<file path="config.mk">
export PLATFORM = sky130hd
export DESIGN_NAME = cca_top
export DESIGN_NICKNAME = d
export VERILOG_FILES = /design/src/hdl/cca_pkg.sv /design/src/hdl/cca_cond_eval.sv /design/src/hdl/cca_top.sv
export VERILOG_INCLUDE_DIRS = /design/src /design/src/hdl
export SDC_FILE = /design/constraint.sdc
export NUM_CORES = 1
export LEC_CHECK = 0
export BUFFER_PORTS_ARGS = -buffer_cell sky130_fd_sc_hd__buf_2
export CAP_MARGIN = 20
export CORE_MARGIN = 2
export CORE_UTILIZATION = 25
export CTS_BUF_LIST = sky130_fd_sc_hd__clkbuf_8
export DETAILED_ROUTE_END_ITERATION = 10
export PLACE_DENSITY = 0.41
export SYNTH_ARGS = -nofsm -noshare
export SYNTH_HDL_FRONTEND = slang
export SYNTH_SLANG_ARGS = --single-unit
export TNS_END_PERCENT = 1
</file>
<file path="constraint.sdc">
create_clock -name clk_sys -period 3.8 [get_ports clk_sys]
set_clock_uncertainty 0.15 [all_clocks]
set_input_delay 0.19 -clock clk_sys [delete_from_list [all_inputs] [get_ports clk_sys]]
set_output_delay 0.19 -clock clk_sys [all_outputs]
set_load 0.01 [all_outputs]
</file>
<file path="src/hdl/cca_defines.svh">
// address map, field positions, reset values and pc step of the condition/add alu
`ifndef CCA_DEFINES_SVH
`define CCA_DEFINES_SVH

`define CCA_ADDR_W          8
`define CCA_ADDR_DST        8'h00
`define CCA_ADDR_SRC        8'h04
`define CCA_ADDR_FLAGS      8'h08
`define CCA_ADDR_CTRL       8'h0C
`define CCA_ADDR_STATUS     8'h10
`define CCA_ADDR_PC         8'h14
`define CCA_ADDR_TARGET     8'h18

`define CCA_FLAG_C          0
`define CCA_FLAG_Z          1
`define CCA_FLAG_S          2
`define CCA_FLAG_V          3

`define CCA_CTRL_COND_LSB   0
`define CCA_CTRL_GO_ADD     8
`define CCA_CTRL_GO_ADC     9
`define CCA_CTRL_GO_JMP     10

`define CCA_STAT_PEND       0
`define CCA_STAT_TAKEN      1

`define CCA_RST_BYTE        8'h00
`define CCA_RST_FLAGS       4'h0
`define CCA_RST_COND        4'h0
`define CCA_RST_PC          16'h0000
`define CCA_PC_STEP         16'h0002
`define CCA_SIGN_BIT        7

`endif

</file>
<file path="src/hdl/cca_pkg.sv">
// types shared by the condition/add alu files
package cca_pkg;

    typedef enum logic [2:0] {
        CCA_OP_IDLE = 3'b000,
        CCA_OP_ADD  = 3'b001,
        CCA_OP_ADC  = 3'b010,
        CCA_OP_JMP  = 3'b100
    } cca_op_t;

    typedef enum logic [3:0] {
        CCA_CS_NEVER        = 4'h0,
        CCA_CS_SIGNED_LT    = 4'h1,
        CCA_CS_SIGNED_LE    = 4'h2,
        CCA_CS_UNSIGNED_LE  = 4'h3,
        CCA_CS_OVF_SET      = 4'h4,
        CCA_CS_SIGN_SET     = 4'h5,
        CCA_CS_EQUAL        = 4'h6,
        CCA_CS_UNSIGNED_LT  = 4'h7,
        CCA_CS_ALWAYS       = 4'h8,
        CCA_CS_SIGNED_GE    = 4'h9,
        CCA_CS_SIGNED_GT    = 4'hA,
        CCA_CS_UNSIGNED_GT  = 4'hB,
        CCA_CS_OVF_CLEAR    = 4'hC,
        CCA_CS_SIGN_CLEAR   = 4'hD,
        CCA_CS_UNEQUAL      = 4'hE,
        CCA_CS_UNSIGNED_GE  = 4'hF
    } cca_cond_t;

endpackage

</file>
<file path="src/hdl/cca_cond_eval.sv">
// decodes the 4-bit condition selector against the c, z, s, v flags
`timescale 1ns/10ps
`default_nettype none
`include "cca_defines.svh"

module cca_cond_eval (
    // selector and flags
    input  wire logic [3:0] cond_select,
    input  wire logic [3:0] flags,
    // decision
    output logic            cond_true
);
    import cca_pkg::*;

    logic flag_c;
    logic flag_z;
    logic flag_s;
    logic flag_v;
    logic s_xor_v;

    assign flag_c  = flags[`CCA_FLAG_C];
    assign flag_z  = flags[`CCA_FLAG_Z];
    assign flag_s  = flags[`CCA_FLAG_S];
    assign flag_v  = flags[`CCA_FLAG_V];
    assign s_xor_v = flag_s ^ flag_v;

    always_comb begin
        case (cca_cond_t'(cond_select))
            CCA_CS_NEVER:       cond_true = 1'b0;
            CCA_CS_ALWAYS:      cond_true = 1'b1;
            CCA_CS_UNSIGNED_LT: cond_true = flag_c;
            CCA_CS_UNSIGNED_GE: cond_true = ~flag_c;
            CCA_CS_EQUAL:       cond_true = flag_z;
            CCA_CS_UNEQUAL:     cond_true = ~flag_z;
            CCA_CS_SIGN_CLEAR:  cond_true = ~flag_s;
            CCA_CS_SIGN_SET:    cond_true = flag_s;
            CCA_CS_OVF_SET:     cond_true = flag_v;
            CCA_CS_OVF_CLEAR:   cond_true = ~flag_v;
            CCA_CS_SIGNED_GE:   cond_true = ~s_xor_v;
            CCA_CS_SIGNED_LT:   cond_true = s_xor_v;
            CCA_CS_SIGNED_GT:   cond_true = ~(flag_z | s_xor_v);
            CCA_CS_SIGNED_LE:   cond_true = flag_z | s_xor_v;
            CCA_CS_UNSIGNED_GT: cond_true = ~flag_c & ~flag_z;
            CCA_CS_UNSIGNED_LE: cond_true = flag_c | flag_z;
            default:            cond_true = 1'b0;
        endcase
    end

endmodule // cca_cond_eval

`default_nettype wire

</file>
<file path="src/hdl/cca_top.sv">
// condition-code evaluation and add/add-with-carry datapath with apb registers
//
// Chosen here: register access over APB and the register offsets.
`timescale 1ns/10ps
`default_nettype none
`include "cca_defines.svh"

// Summary of operation
// - jumps carry a 4-bit condition selector
// - 0000 never jumps, 1000 always jumps
// - 0111 carry set, 1111 carry clear
// - 0110 zero set, 1110 zero clear
// - 1101/0101 sign clear/set; 1100/0100 overflow
// - signed compares from sign xor overflow, zero
// - 1011 c and z clear; 0011 either set
// - add-with-carry writes dst plus src plus carry
// - plain add ignores carry, writes sum
// - carry flag is carry out of bit 7
// - zero and sign flags follow the result
// - overflow when same-sign operands flip sign
module cca_top (
    // clock and reset
    input  wire logic                   clk_sys,
    input  wire logic                   rst,
    // apb slave
    input  wire logic [`CCA_ADDR_W-1:0] paddr,
    input  wire logic                   psel,
    input  wire logic                   penable,
    input  wire logic                   pwrite,
    input  wire logic [31:0]            pwdata,
    input  wire logic [3:0]             pstrb,
    output logic      [31:0]            prdata,
    output logic                        pready,
    output logic                        pslverr,
    // decoder request
    input  wire logic                   ex_valid,
    input  wire cca_pkg::cca_op_t       ex_op,
    input  wire logic [3:0]             ex_cond,
    input  wire logic [7:0]             ex_dst,
    input  wire logic [7:0]             ex_src,
    // results to decoder and register file
    output logic                        res_valid,
    output logic      [7:0]             res_data,
    output logic      [3:0]             flags_out,
    output logic                        jump_valid,
    output logic                        jump_taken,
    output logic      [15:0]            pc_out
);
    import cca_pkg::*;

    // software-visible state
    logic [7:0]   dst_reg;
    logic [7:0]   src_reg;
    logic [3:0]   flags_reg;
    logic [3:0]   cond_reg;
    logic [15:0]  target_reg;
    logic         pend_valid;
    cca_op_t      pend_op;

    // apb strobes
    logic         wr_fire;
    logic         addr_ok;
    logic [31:0]  next_rdata;
    logic         wr_dst;
    logic         wr_src;
    logic         wr_flags;
    logic         wr_cond;
    logic         wr_go;
    logic         wr_target;
    logic         wr_pc;

    // operation in flight this cycle
    cca_op_t      cur_op;
    logic [7:0]   op_a;
    logic [7:0]   op_b;
    logic [3:0]   op_cond;
    logic         ex_ok;
    logic         carry_in;
    logic [8:0]   sum9;
    logic [7:0]   sum8;
    logic [3:0]   next_flags;
    logic         cond_true;
    logic         is_add;
    logic         is_jmp;

    // apb decode
    assign wr_fire = psel & penable & pready & pwrite;

    // per-register write strobes, qualified by byte lane except target and pc
    assign wr_dst    = wr_fire & (paddr == `CCA_ADDR_DST) & pstrb[0];
    assign wr_src    = wr_fire & (paddr == `CCA_ADDR_SRC) & pstrb[0];
    assign wr_flags  = wr_fire & (paddr == `CCA_ADDR_FLAGS) & pstrb[0];
    assign wr_cond   = wr_fire & (paddr == `CCA_ADDR_CTRL) & pstrb[0];
    assign wr_go     = wr_fire & (paddr == `CCA_ADDR_CTRL) & pstrb[1];
    assign wr_target = wr_fire & (paddr == `CCA_ADDR_TARGET);
    assign wr_pc     = wr_fire & (paddr == `CCA_ADDR_PC);

    always_comb begin
        addr_ok    = 1'b1;
        next_rdata = 32'h0000_0000;
        case (paddr)
            `CCA_ADDR_DST:    next_rdata[7:0]  = dst_reg;
            `CCA_ADDR_SRC:    next_rdata[7:0]  = src_reg;
            `CCA_ADDR_FLAGS:  next_rdata[3:0]  = flags_reg;
            `CCA_ADDR_CTRL:   next_rdata[3:0]  = cond_reg;
            `CCA_ADDR_STATUS: begin
                next_rdata[`CCA_STAT_PEND]  = pend_valid;
                next_rdata[`CCA_STAT_TAKEN] = jump_taken;
            end
            `CCA_ADDR_PC:     next_rdata[15:0] = pc_out;
            `CCA_ADDR_TARGET: next_rdata[15:0] = target_reg;
            default:          addr_ok          = 1'b0;
        endcase
    end

    // one wait-free access phase; data and error from flops
    always_ff @(posedge clk_sys) begin
        if (rst) begin
            pready  <= 1'b0;
            pslverr <= 1'b0;
            prdata  <= 32'h0000_0000;
        end else begin
            pready  <= psel & ~penable & ~pready;
            pslverr <= psel & ~penable & ~pready & ~addr_ok;
            if (psel & ~penable & ~pwrite) begin
                prdata <= next_rdata;
            end
        end
    end

    // operand selection: decoder request beats a pending software request
    assign ex_ok = ex_valid & ((ex_op == CCA_OP_ADD) | (ex_op == CCA_OP_ADC)
                             | (ex_op == CCA_OP_JMP));

    always_comb begin
        cur_op  = CCA_OP_IDLE;
        op_a    = dst_reg;
        op_b    = src_reg;
        op_cond = cond_reg;
        if (ex_ok) begin
            cur_op  = ex_op;
            op_a    = ex_dst;
            op_b    = ex_src;
            op_cond = ex_cond;
        end else if (pend_valid) begin
            cur_op  = pend_op;
        end
    end

    assign is_add = (cur_op == CCA_OP_ADD) | (cur_op == CCA_OP_ADC);
    assign is_jmp = (cur_op == CCA_OP_JMP);

    // adder and flags
    assign carry_in = (cur_op == CCA_OP_ADC) & flags_reg[`CCA_FLAG_C];
    assign sum9     = {1'b0, op_a} + {1'b0, op_b} + {8'h00, carry_in};
    assign sum8     = sum9[7:0];

    always_comb begin
        next_flags = 4'h0;
        next_flags[`CCA_FLAG_C] = sum9[8];
        next_flags[`CCA_FLAG_Z] = (sum8 == 8'h00);
        next_flags[`CCA_FLAG_S] = sum8[`CCA_SIGN_BIT];
        next_flags[`CCA_FLAG_V] = (op_a[`CCA_SIGN_BIT] == op_b[`CCA_SIGN_BIT])
                                & (sum8[`CCA_SIGN_BIT] != op_a[`CCA_SIGN_BIT]);
    end

    cca_cond_eval u_cond (
        .cond_select (op_cond),
        .flags       (flags_reg),
        .cond_true   (cond_true)
    );

    // destination: sum written back, source left alone
    always_ff @(posedge clk_sys) begin
        if (rst) begin
            dst_reg <= `CCA_RST_BYTE;
        end else if (is_add) begin
            dst_reg <= sum8;
        end else if (wr_dst) begin
            dst_reg <= pwdata[7:0];
        end
    end

    always_ff @(posedge clk_sys) begin
        if (rst) begin
            src_reg <= `CCA_RST_BYTE;
        end else if (wr_src) begin
            src_reg <= pwdata[7:0];
        end
    end

    // flags: all four change together on an add, never on a jump
    always_ff @(posedge clk_sys) begin
        if (rst) begin
            flags_reg <= `CCA_RST_FLAGS;
        end else if (is_add) begin
            flags_reg <= next_flags;
        end else if (wr_flags) begin
            flags_reg <= pwdata[3:0];
        end
    end

    // control: condition selector and software go request
    always_ff @(posedge clk_sys) begin
        if (rst) begin
            cond_reg <= `CCA_RST_COND;
        end else if (wr_cond) begin
            cond_reg <= pwdata[`CCA_CTRL_COND_LSB +: 4];
        end
    end

    always_ff @(posedge clk_sys) begin
        if (rst) begin
            pend_valid <= 1'b0;
            pend_op    <= CCA_OP_IDLE;
        end else if (wr_go
                     && (pwdata[`CCA_CTRL_GO_ADD] | pwdata[`CCA_CTRL_GO_ADC]
                         | pwdata[`CCA_CTRL_GO_JMP])) begin
            pend_valid <= 1'b1;
            if (pwdata[`CCA_CTRL_GO_ADD]) begin
                pend_op <= CCA_OP_ADD;
            end else if (pwdata[`CCA_CTRL_GO_ADC]) begin
                pend_op <= CCA_OP_ADC;
            end else begin
                pend_op <= CCA_OP_JMP;
            end
        end else if (pend_valid && !ex_ok) begin
            pend_valid <= 1'b0;
            pend_op    <= CCA_OP_IDLE;
        end
    end

    // jump target
    always_ff @(posedge clk_sys) begin
        if (rst) begin
            target_reg <= `CCA_RST_PC;
        end else if (wr_target) begin
            if (pstrb[0]) begin
                target_reg[7:0] <= pwdata[7:0];
            end
            if (pstrb[1]) begin
                target_reg[15:8] <= pwdata[15:8];
            end
        end
    end

    // program counter: target when taken, next sequential otherwise
    always_ff @(posedge clk_sys) begin
        if (rst) begin
            pc_out <= `CCA_RST_PC;
        end else if (is_jmp) begin
            if (cond_true) begin
                pc_out <= target_reg;
            end else begin
                pc_out <= pc_out + `CCA_PC_STEP;
            end
        end else if (wr_pc) begin
            if (pstrb[0]) begin
                pc_out[7:0] <= pwdata[7:0];
            end
            if (pstrb[1]) begin
                pc_out[15:8] <= pwdata[15:8];
            end
        end
    end

    // jump decision
    always_ff @(posedge clk_sys) begin
        if (rst) begin
            jump_valid <= 1'b0;
            jump_taken <= 1'b0;
        end else begin
            jump_valid <= is_jmp;
            if (is_jmp) begin
                jump_taken <= cond_true;
            end
        end
    end

    // add result to register file
    always_ff @(posedge clk_sys) begin
        if (rst) begin
            res_valid <= 1'b0;
            res_data  <= `CCA_RST_BYTE;
        end else begin
            res_valid <= is_add;
            if (is_add) begin
                res_data <= sum8;
            end
        end
    end

    // flags to the core
    always_ff @(posedge clk_sys) begin
        if (rst) begin
            flags_out <= `CCA_RST_FLAGS;
        end else if (is_add) begin
            flags_out <= next_flags;
        end else if (wr_flags) begin
            flags_out <= pwdata[3:0];
        end
    end

endmodule // cca_top

`default_nettype wire

</file>
Word-level counts from Yosys, hierarchy flattened
Index checks and enable logic that the tools add are counted.

storage, ports and cells
  memory bits (writable) = 0
  input bits = 73
  output and inout port bits = 65
  bits in latches = 0
  register bits = 89
  ROM bits = 0
  logic and storage cells = 132
  memories kept = 0

cells by class
  add/sub/neg operators = 3
  $lt $le $gt $ge = 0
  reductions and logical operators = 17
  bitwise gates (word level) = 40
  eq/ne operators = 29
  $mul = 0
  div/mod/pow operators = 0
  shifts and indexed selects = 0
  multiplexer cells = 26

operators with widths
  operator                                                               number
  16-bit two-way mux                                                     3
  8-bit two-way mux                                                      6
  4-bit equality test, second input constant                             8
  8-bit by 5-bit equality test with 1-bit output, second input constant  3
  1-bit AND                                                              22
  3-bit two-way mux                                                      6
  16-bit by 2-bit adder with 16-bit output, second input constant        1
  4-bit by 3-bit equality test with 1-bit output, second input constant  4
  8-bit by 4-bit equality test with 1-bit output, second input constant  2
  8-bit zero test                                                        2
  1-bit one-hot mux with 16 select lines                                 1
  4-bit one-hot mux with 4 select lines                                  1
  8-bit one-hot mux with 2 select lines                                  1
  2-bit one-hot mux with 7 select lines                                  1
  4-bit two-way mux                                                      3
  2-bit one-hot mux with 6 select lines                                  1
  2-bit nonzero test                                                     6
  1-bit inverter                                                         10
  8-bit by 8-bit adder with 9-bit output                                 1
  9-bit by 1-bit adder with 9-bit output                                 1
  4-bit by 2-bit equality test with 1-bit output, second input constant  2
  8-bit by 3-bit equality test with 1-bit output, second input constant  1
  2-bit AND reduction                                                    4
  1-bit bitwise OR                                                       7
  other kinds (12)                                                       18

Longest topological paths before layout
Gate-level depths: netlist of the first run.

  depth after elaboration = 11
  gate-level depth with buffers = 16
  gate-level depth less buffers = 15

Modules after synthesis
Synthesis of the first run repeated with hierarchy kept, for this count alone.

second synthesis, totals
  cell total of the unflattened synthesis = 658
  area total of the unflattened synthesis = 5,420.2 µm²

by module, submodules not included
  module         area an instance (µm²)  times used  cells an instance  sequential area each (µm²)
  cca_top        5,203.7                 1           628                1,781.7
  cca_cond_eval  216.5                   1           30                 0.0

Worst setup path after synthesis of the first run
No wires, ideal clock.

  kind = input port to flip-flop
  start = input port ex_op[1]
  end = register flags_out[1]
  setup slack = 0.476 ns
  cell stages on the path = 16
  path buffers = 2
  setup time = 0.074 ns
  arrival = 3.100 ns
  data required time = 3.576 ns
  path through = or3_4 -> nand4_4 -> buf_4 -> inv_1 -> clkbuf_1 -> nand2_1 -> nand2_1 -> fa_1 -> a21oi_1 -> nor2_1 -> nor2_1 -> o21bai_1 -> a21oi_1 -> xnor2_1 -> or4_1 -> o21ai_0

between the ends
  longest elaborated chain between the ends = 10
  elaborated cells on any way between the ends = 18
  those cells by class = add/sub (2); eq/ne (5); mux (4); bitwise (5); reduce/logical (2)

ends and longest elaborated chain
  item                                                                             RTL line        source
  start, declared                                                                  cca_top.sv:37   input wire cca_pkg::cca_op_t ex_op,
  branches (longest 10 deep; another with 8-bit by 8-bit adder with 9-bit output)  -
  end signal, assigned                                                             cca_top.sv:296  flags_out <= `CCA_RST_FLAGS;
  end signal, assigned                                                             cca_top.sv:298  flags_out <= next_flags;
  end signal, assigned                                                             cca_top.sv:300  flags_out <= pwdata[3:0];
  end, declared                                                                    cca_top.sv:44   output logic [3:0] flags_out,

Several ways; the timed one is not identified.
A chain may end at the register's enable or synchronous reset.

Worst setup path in the final report of the first run
  start = register pend_valid
  end = register flags_out[1]

between the ends
  longest elaborated chain between the ends = 7
  elaborated cells on any way between the ends = 10
  those cells by class = add/sub (1); eq/ne (2); mux (3); bitwise (2); reduce/logical (2)

ends and longest elaborated chain
  item                                            RTL line                        source
  start, declared                                 cca_top.sv:57                   logic pend_valid;
  start signal, assigned                          cca_top.sv:214                  pend_valid <= 1'b0;
  start signal, assigned                          cca_top.sv:219                  pend_valid <= 1'b1;
  start signal, assigned                          cca_top.sv:228                  pend_valid <= 1'b0;
  3-bit two-way mux *                             cca_top.sv:145                  end else if (pend_valid) begin
  3-bit two-way mux *                             cca_top.sv:140                  if (ex_ok) begin
  3-bit by 2-bit equality test with 1-bit output  cca_top.sv:150, cca_top.sv:154
  1-bit AND                                       cca_top.sv:154                  assign carry_in = (cur_op == CCA_OP_ADC) & flags_reg[`CCA_FLAG_C];
  9-bit by 1-bit adder with 9-bit output          cca_top.sv:155                  assign sum9 = {1'b0, op_a} + {1'b0, op_b} + {8'h00, carry_in};
  8-bit zero test                                 cca_top.sv:161                  next_flags[`CCA_FLAG_Z] = (sum8 == 8'h00);
  4-bit two-way mux                               cca_top.sv:297                  end else if (is_add) begin

Mark *: on every way between the ends. The rest lies on a longest branch, timed or not.

==> results_dict.tcl, run 1 <==
set metrics [dict create \
    antenna_found_initial 0 \
    drc_errors 0 \
    max_cap_viol_count 0 \
    synth_top_area_share_pct 34.19 \
    rsz0062_at_grt "false" \
    die_w_microns 148.4 \
    die_h_microns 148.4 \
    cp.required_ns 3.97 \
    final.setup.tns_ns 0 \
    totalWireLength_microns 17640 \
    highest_layer "met4" \
    place_ws_ns 0.2610 \
    syn_inst 649 \
    hold_viol 0 \
    drv_slew 0 \
    post-route-period-util_pct 91.24 \
    row_count 52 \
    worstHoldStart "pwdata[9]" \
    cts_tree "done" \
    fmax_ghz 0.2884 \
    fin_nets 835 \
    rrSetupSlack_ns 0.33 \
    start_util_pct 25.59 \
    layout_setup_ws_ns 0.3328 \
    reg2regPathDepth 15 \
    antenna_cells 0 \
    core_sq_um 20360 \
    crit_type "reg2reg" \
    ios 138 \
    slew_headroom_pct 35.55 \
    numCtsBuffers 9 \
    viasPerCell 4.811 \
    root_buffer "clkbuf_8" \
    leakagePower_nw 2.599 \
    synth_area_sq_um 5211 \
    seq_area_frac_synth_pct 34.19 \
    clockBufferDepth 2 \
    grt_max_degree 44 \
    drive_gt1_share_pct 20.48 \
    wl_met1_microns 8401 \
    min_period_ns 3.467 \
    ys_ff_latch 89 \
    postPlaceCellArea_sq_um 5916 \
    critPathArrivalTime_ns 3.63 \
    place_hpwl_microns 13270 \
    synth.avg_cell_area_sq_um 8.030 \
    status "complete, no violations" \
    clk_latency_ns 0.39 \
    clk_pin_slew_ns 0.09 \
    synth.most_common_cell "nand2_1" \
    htreeDepth 3 \
    finalWeightedCongestion 0.8329 \
    critPathLaunchType "flip-flop" \
    hp-class "in2reg" \
    area_delta_synth_final_pct 21.34 \
    hold-path-endpoint "target_reg[9]$_SDFFE_PP0P_" \
    first_pass_iters 5 \
    r2r_end "flags_out[1]$_SDFFE_PP0P_" \
    met2_length_microns 8221 \
    vias 4941 \
    portBuffers 103 \
    grt_usage_pct 16.06 \
    async_flop_share_pct 0 \
    path_max_fanout 6 \
    ys_top_cells_by_area "dfxtp_1 (34%), mux2i_1 (9.4%), nand2_1 (6.6%)" \
    synth_area_leader_cell "dfxtp_1" \
    worstSetupEndpointType "flip-flop" \
    synth_common_cells "nand2_1 (91), dfxtp_1 (89), nor2_1 (72)" \
    cellPowerDensity_nw_per_um2 320.6 \
    final_antenna_net_count 0 \
    synth_ff_type "dfxtp_1" \
    finalPower_mw 2.027 \
    hold_depth 3 \
    die-area_sq_um 22020 \
    avgRoutedWirePerCell_microns 17.17 \
    worstMarginPinSlew_ns 0.9632 \
    grt_pass1_vias 4771 \
    synth_edf_count 0 \
    met3_length_microns 892 \
    dr.first_iter.drc_count 244 \
    ir_worst_vdd_v 0.0001572 \
    postLayoutCellArea_sq_um 6324 \
    yosysWarnings 0 \
    setup_viol 0 \
    clock-sinks 89 \
    r2r_start "pend_valid$_SDFFE_PP0P_" \
    synth_cell_types 61 \
    grt.overflow.total 0 \
    grt_pass1_wl_microns 27190 \
]
==> how the worst max path moves through the flow <==
stage	cells past startpoint	end	slack, ns	start
finish	15	flags_out[1]$_SDFFE_PP0P_	0.33	pend_valid$_SDFFE_PP0P_
global placement	15	flags_out[1]$_SDFFE_PP0P_	0.31	ex_op[1]
detailed placement	15	flags_out[1]$_SDFFE_PP0P_	0.26	ex_op[1]
floorplan	16	flags_out[1]$_SDFFE_PP0P_	0.48	ex_op[1]
global route	15	flags_out[1]$_SDFFE_PP0P_	0.07	pend_valid$_SDFFE_PP0P_
CTS	15	flags_out[1]$_SDFFE_PP0P_	0.32	pend_valid$_SDFFE_PP0P_
==> layer usage <==
layer  vias to the layer above  track usage [%]
li1                       2472                -
met1                      2308            21.70
met2                       153            26.27
met3                         8            4.049
met4                         0            2.857
met5                         -                0
==> through the flow <==
stage               util (%)  hold WS [ns]  std cells
detailed placement     29.05        0.2967        993
finish                 31.05       0.02379       1027
floorplan                  -        0.1760        664
global placement       29.05        0.2955        993
global route           31.05       0.03262       1027
CTS                    31.05     0.0006768       1027
==> critical path, cell delays in order (launching register included) <==
cell      delay (ns)
dfxtp_1         0.50
a22oi_1         0.15
nor3_1          0.18
a31oi_1         0.11
nand4_1         0.19
fa_1            0.22
inv_1           0.06
fa_1            0.40
a21oi_1         0.15
nor2_1          0.05
nor2_1          0.16
o21bai_1        0.09
a21oi_1         0.23
xnor2_1         0.12
or4_1           0.52
o21ai_0         0.14
==> cell type report <==
cell class | count | area [sq um]
clock inverters | 7 | 103.9
repair buffers | 134 | 793.3
multi-input cells | 499 | 3112
clock buffers | 9 | 123.9
inverters | 19 | 71.32
well taps | 270 | 337.8
fillers | 2223 | 14040
flip-flops and latches | 89 | 1782
==> cells by family after synthesis <==
family | Yosys count | share of synthesized area [%]
buffers and inverters | 76 | 7.179
AND/OR/NAND/NOR | 260 | 22.88
flip-flops | 89 | 34.19
adder cells (fa/ha/maj) | 10 | 2.689
other | 1 | 0.07196
AO/OA/AOI/OAI | 123 | 15.17
multiplexers | 66 | 13.78
XOR/XNOR | 24 | 4.034
==> cells in the final DEF, fill, tap and decap left out, drive strengths merged, types with 3 or more instances in the layout <==
cell / n
dfxtp: 89
nand4: 6
a31oi: 13
dlygate4sd3: 18
o21ai: 13
ha: 8
o22ai: 13
mux2: 13
nor2b: 5
clkbuf: 9
nand3: 25
nand2: 91
a221oi: 10
nor2: 72
and3: 10
nor4: 3
or2: 3
inv: 20
nand3b: 4
mux2i: 51
o211ai: 3
xor2: 7
a22oi: 5
a21oi: 46
conb: 16
buf: 116
nor3: 25
or3: 6
a222oi: 5
xnor2: 17
==> power by group <==
group / total, mW / internal [mW] / switching, mW
Sequential: 0.969 / 0.951 / 0.0183
Combinational: 0.291 / 0.117 / 0.174
Clock: 0.767 / 0.377 / 0.390
==> timing repair <==
item / in CTS / in global routing
endpoints found under the hold margin: 30 / 0
hold buffers: 18 / 0
gates resized for setup: 0 / 0
buffers inserted: 0 / 0
(Power assumes the default switching activity.)
==> run 2, diff against run 1 <==
Settings changed: CORE_ASPECT_RATIO set to 1.2, PLACE_DENSITY 0.41 to 0.42, RECOVER_POWER set to 100.
Clock period 3.8 ns to 3 ns, I/O delays scaled along.
==> results_dict.tcl, run 2 (synthesis results as in run 1) <==
set metrics [dict create \
    status "finished with violations" \
    violations "negative setup slack" \
    grt.overflow.total 0 \
    hp-class "in2reg" \
    start_util_pct 25.64 \
    ir_worst_vdd_v 0.0001961 \
    layout_common_cells "nand2_1 (91), dfxtp_1 (87), nor2_1 (71)" \
    path_max_fanout 2 \
    dr.first_iter.drc_count 215 \
    cts_tree "done" \
    layout_commonest_cell "nand2_1" \
    vias 5012 \
    grt_pass1_wl_microns 27680 \
    cp.required_ns 3.18 \
    drc_errors 0 \
    finalNonFillerCells 1050 \
    fin_nets 863 \
    critPathLaunchType "flip-flop" \
    slew_headroom_pct 52.30 \
    dp_cells 1013 \
    power.switching_mw 0.7520 \
    place_hpwl_microns 13740 \
    grt_pass1_vias 5025 \
    die_w_microns 135.8 \
    first_pass_iters 5 \
    core_sq_um 20330 \
    postPlaceCellArea_sq_um 6145 \
    htreeDepth 3 \
    postLayoutCellArea_sq_um 6525 \
    clockBufferDepth 2 \
    crit_type "reg2reg" \
    power.switching_fraction_pct 29.58 \
    totalWireLength_microns 18010 \
    worstSetupEndpointType "flip-flop" \
    drv_slew 0 \
    die_h_microns 162.2 \
    antenna_cells 0 \
    clock-sinks 89 \
    final_core_util_pct 32.10 \
    layout_setup_ws_ns -0.06889 \
    cellPowerDensity_nw_per_um2 389.6 \
    avgRoutedWirePerCell_microns 17.16 \
    clk_latency_ns 0.39 \
    p_int_mw 1.790 \
    antenna_found_initial 0 \
    grt_usage_pct 16.36 \
    area_delta_synth_final_pct 25.21 \
    worstMarginPinSlew_ns 0.7154 \
    hold_viol 0 \
    setup_viol 1 \
    critPathArrivalTime_ns 3.24 \
    hold_ws_ns 0.07682 \
    ios 138 \
    viasPerCell 4.773 \
    min_period_ns 3.069 \
    max_cap_viol_count 0 \
    portBuffers 103 \
    leakagePower_nw 2.519 \
    p_seq_share_pct 48.3 \
    drive_gt1_share_pct 18.98 \
    combinationalPowerShare_pct 16.3 \
    post-route-period-util_pct 102.3 \
    grt_max_degree 64 \
    die-area_sq_um 22020 \
    numCtsBuffers 9 \
    fmax_ghz 0.3259 \
    row_count 57 \
    finalWeightedCongestion 0.8330 \
    rsz0062_at_grt "true" \
    clockPowerShare_pct 35.5 \
    clk_pin_slew_ns 0.10 \
    final_antenna_net_count 0 \
    root_buffer "clkbuf_8" \
]
-- run 2: cell types whose count changed in the layout (fill, tap and decap cells not counted), moves of 3 or more --
cell      delta
clkbuf_1    +54
a21oi_1      -5
o21ai_0      -3
a21oi_2      +4
buf_4       +20
buf_2       -49
-- run 2: critical path: stages, from the launching register on --
cell      delay (ns)
dfxtp_2         0.34
a22oi_2         0.17
nor3_1          0.07
a31oi_1         0.21
nand4_1         0.16
fa_2            0.42
inv_2           0.07
fa_2            0.20
a21oi_2         0.06
nor2_1          0.13
nor2_2          0.06
o21bai_1        0.19
a21oi_2         0.09
xnor2_1         0.14
or4_1           0.42
o21ai_1         0.12
-- run 2: power by group through the flow --
stage                     Combinational (mW)  Clock [mW]  Sequential (mW)
after floorplan                        0.235           0             1.26
after global placement                 0.387           0             1.25
after detailed placement               0.391           0             1.25
after CTS                              0.414       0.931             1.23
after global routing                   0.453       0.975             1.23
final                                  0.413       0.902             1.23
-- run 2: per-stage QoR --
step	total power, mW	setup slack (ns)	setup TNS, ns
6_report	2.542	-0.06889	-0.06889
5_1_grt	2.659	-0.2357	-0.8400
4_1_cts	2.571	-0.09903	-0.1570
3_5_place_dp	1.645	-0.3024	-1.355
3_3_place_gp	1.641	-0.2163	-0.8339
2_1_floorplan	1.492	-0.1261	-0.1261
-- run 2: layout make-up --
class | instances | area (sq um)
fillers | 2221 | 13800
multi-input cells | 499 | 3184
flip-flops and latches | 89 | 1784
repair buffers | 162 | 948.4
well taps | 265 | 331.6
clock buffers | 10 | 137.6
inverters | 19 | 71.32
clock inverters | 6 | 67.56
-- run 2: worst paths after layout --
kind	depth (start not counted)	slack (ns)	startpoint	to
max	15	-0.07	pend_op[2]$_SDFFE_PP0P_	flags_out[1]$_SDFFE_PP0P_
min	3	0.08	paddr[2]	pslverr$_SDFF_PP0_
max reg2reg	15	-0.07	pend_op[2]$_SDFFE_PP0P_	flags_out[1]$_SDFFE_PP0P_
min reg2reg	2	0.31	prdata[0]$_SDFFE_PP0P_	prdata[0]$_SDFFE_PP0P_
-- run 2: repair_timing --
item | CTS | global route
resized for setup | 2 | 12
endpoints found under the setup margin | 9 | 10
pin swaps | 8 | 11
buffers inserted | 3 | 0
hold buffers | 18 | 0
hold endpoints to repair | 40 | 0
-- run 2: per-layer routing --
metal  routed length, microns  global-route usage, %
met2                     8770                  28.05
met3                      721                  2.528
met5                        0                      0
met1                     8177                  20.92
met4                      344                  5.350
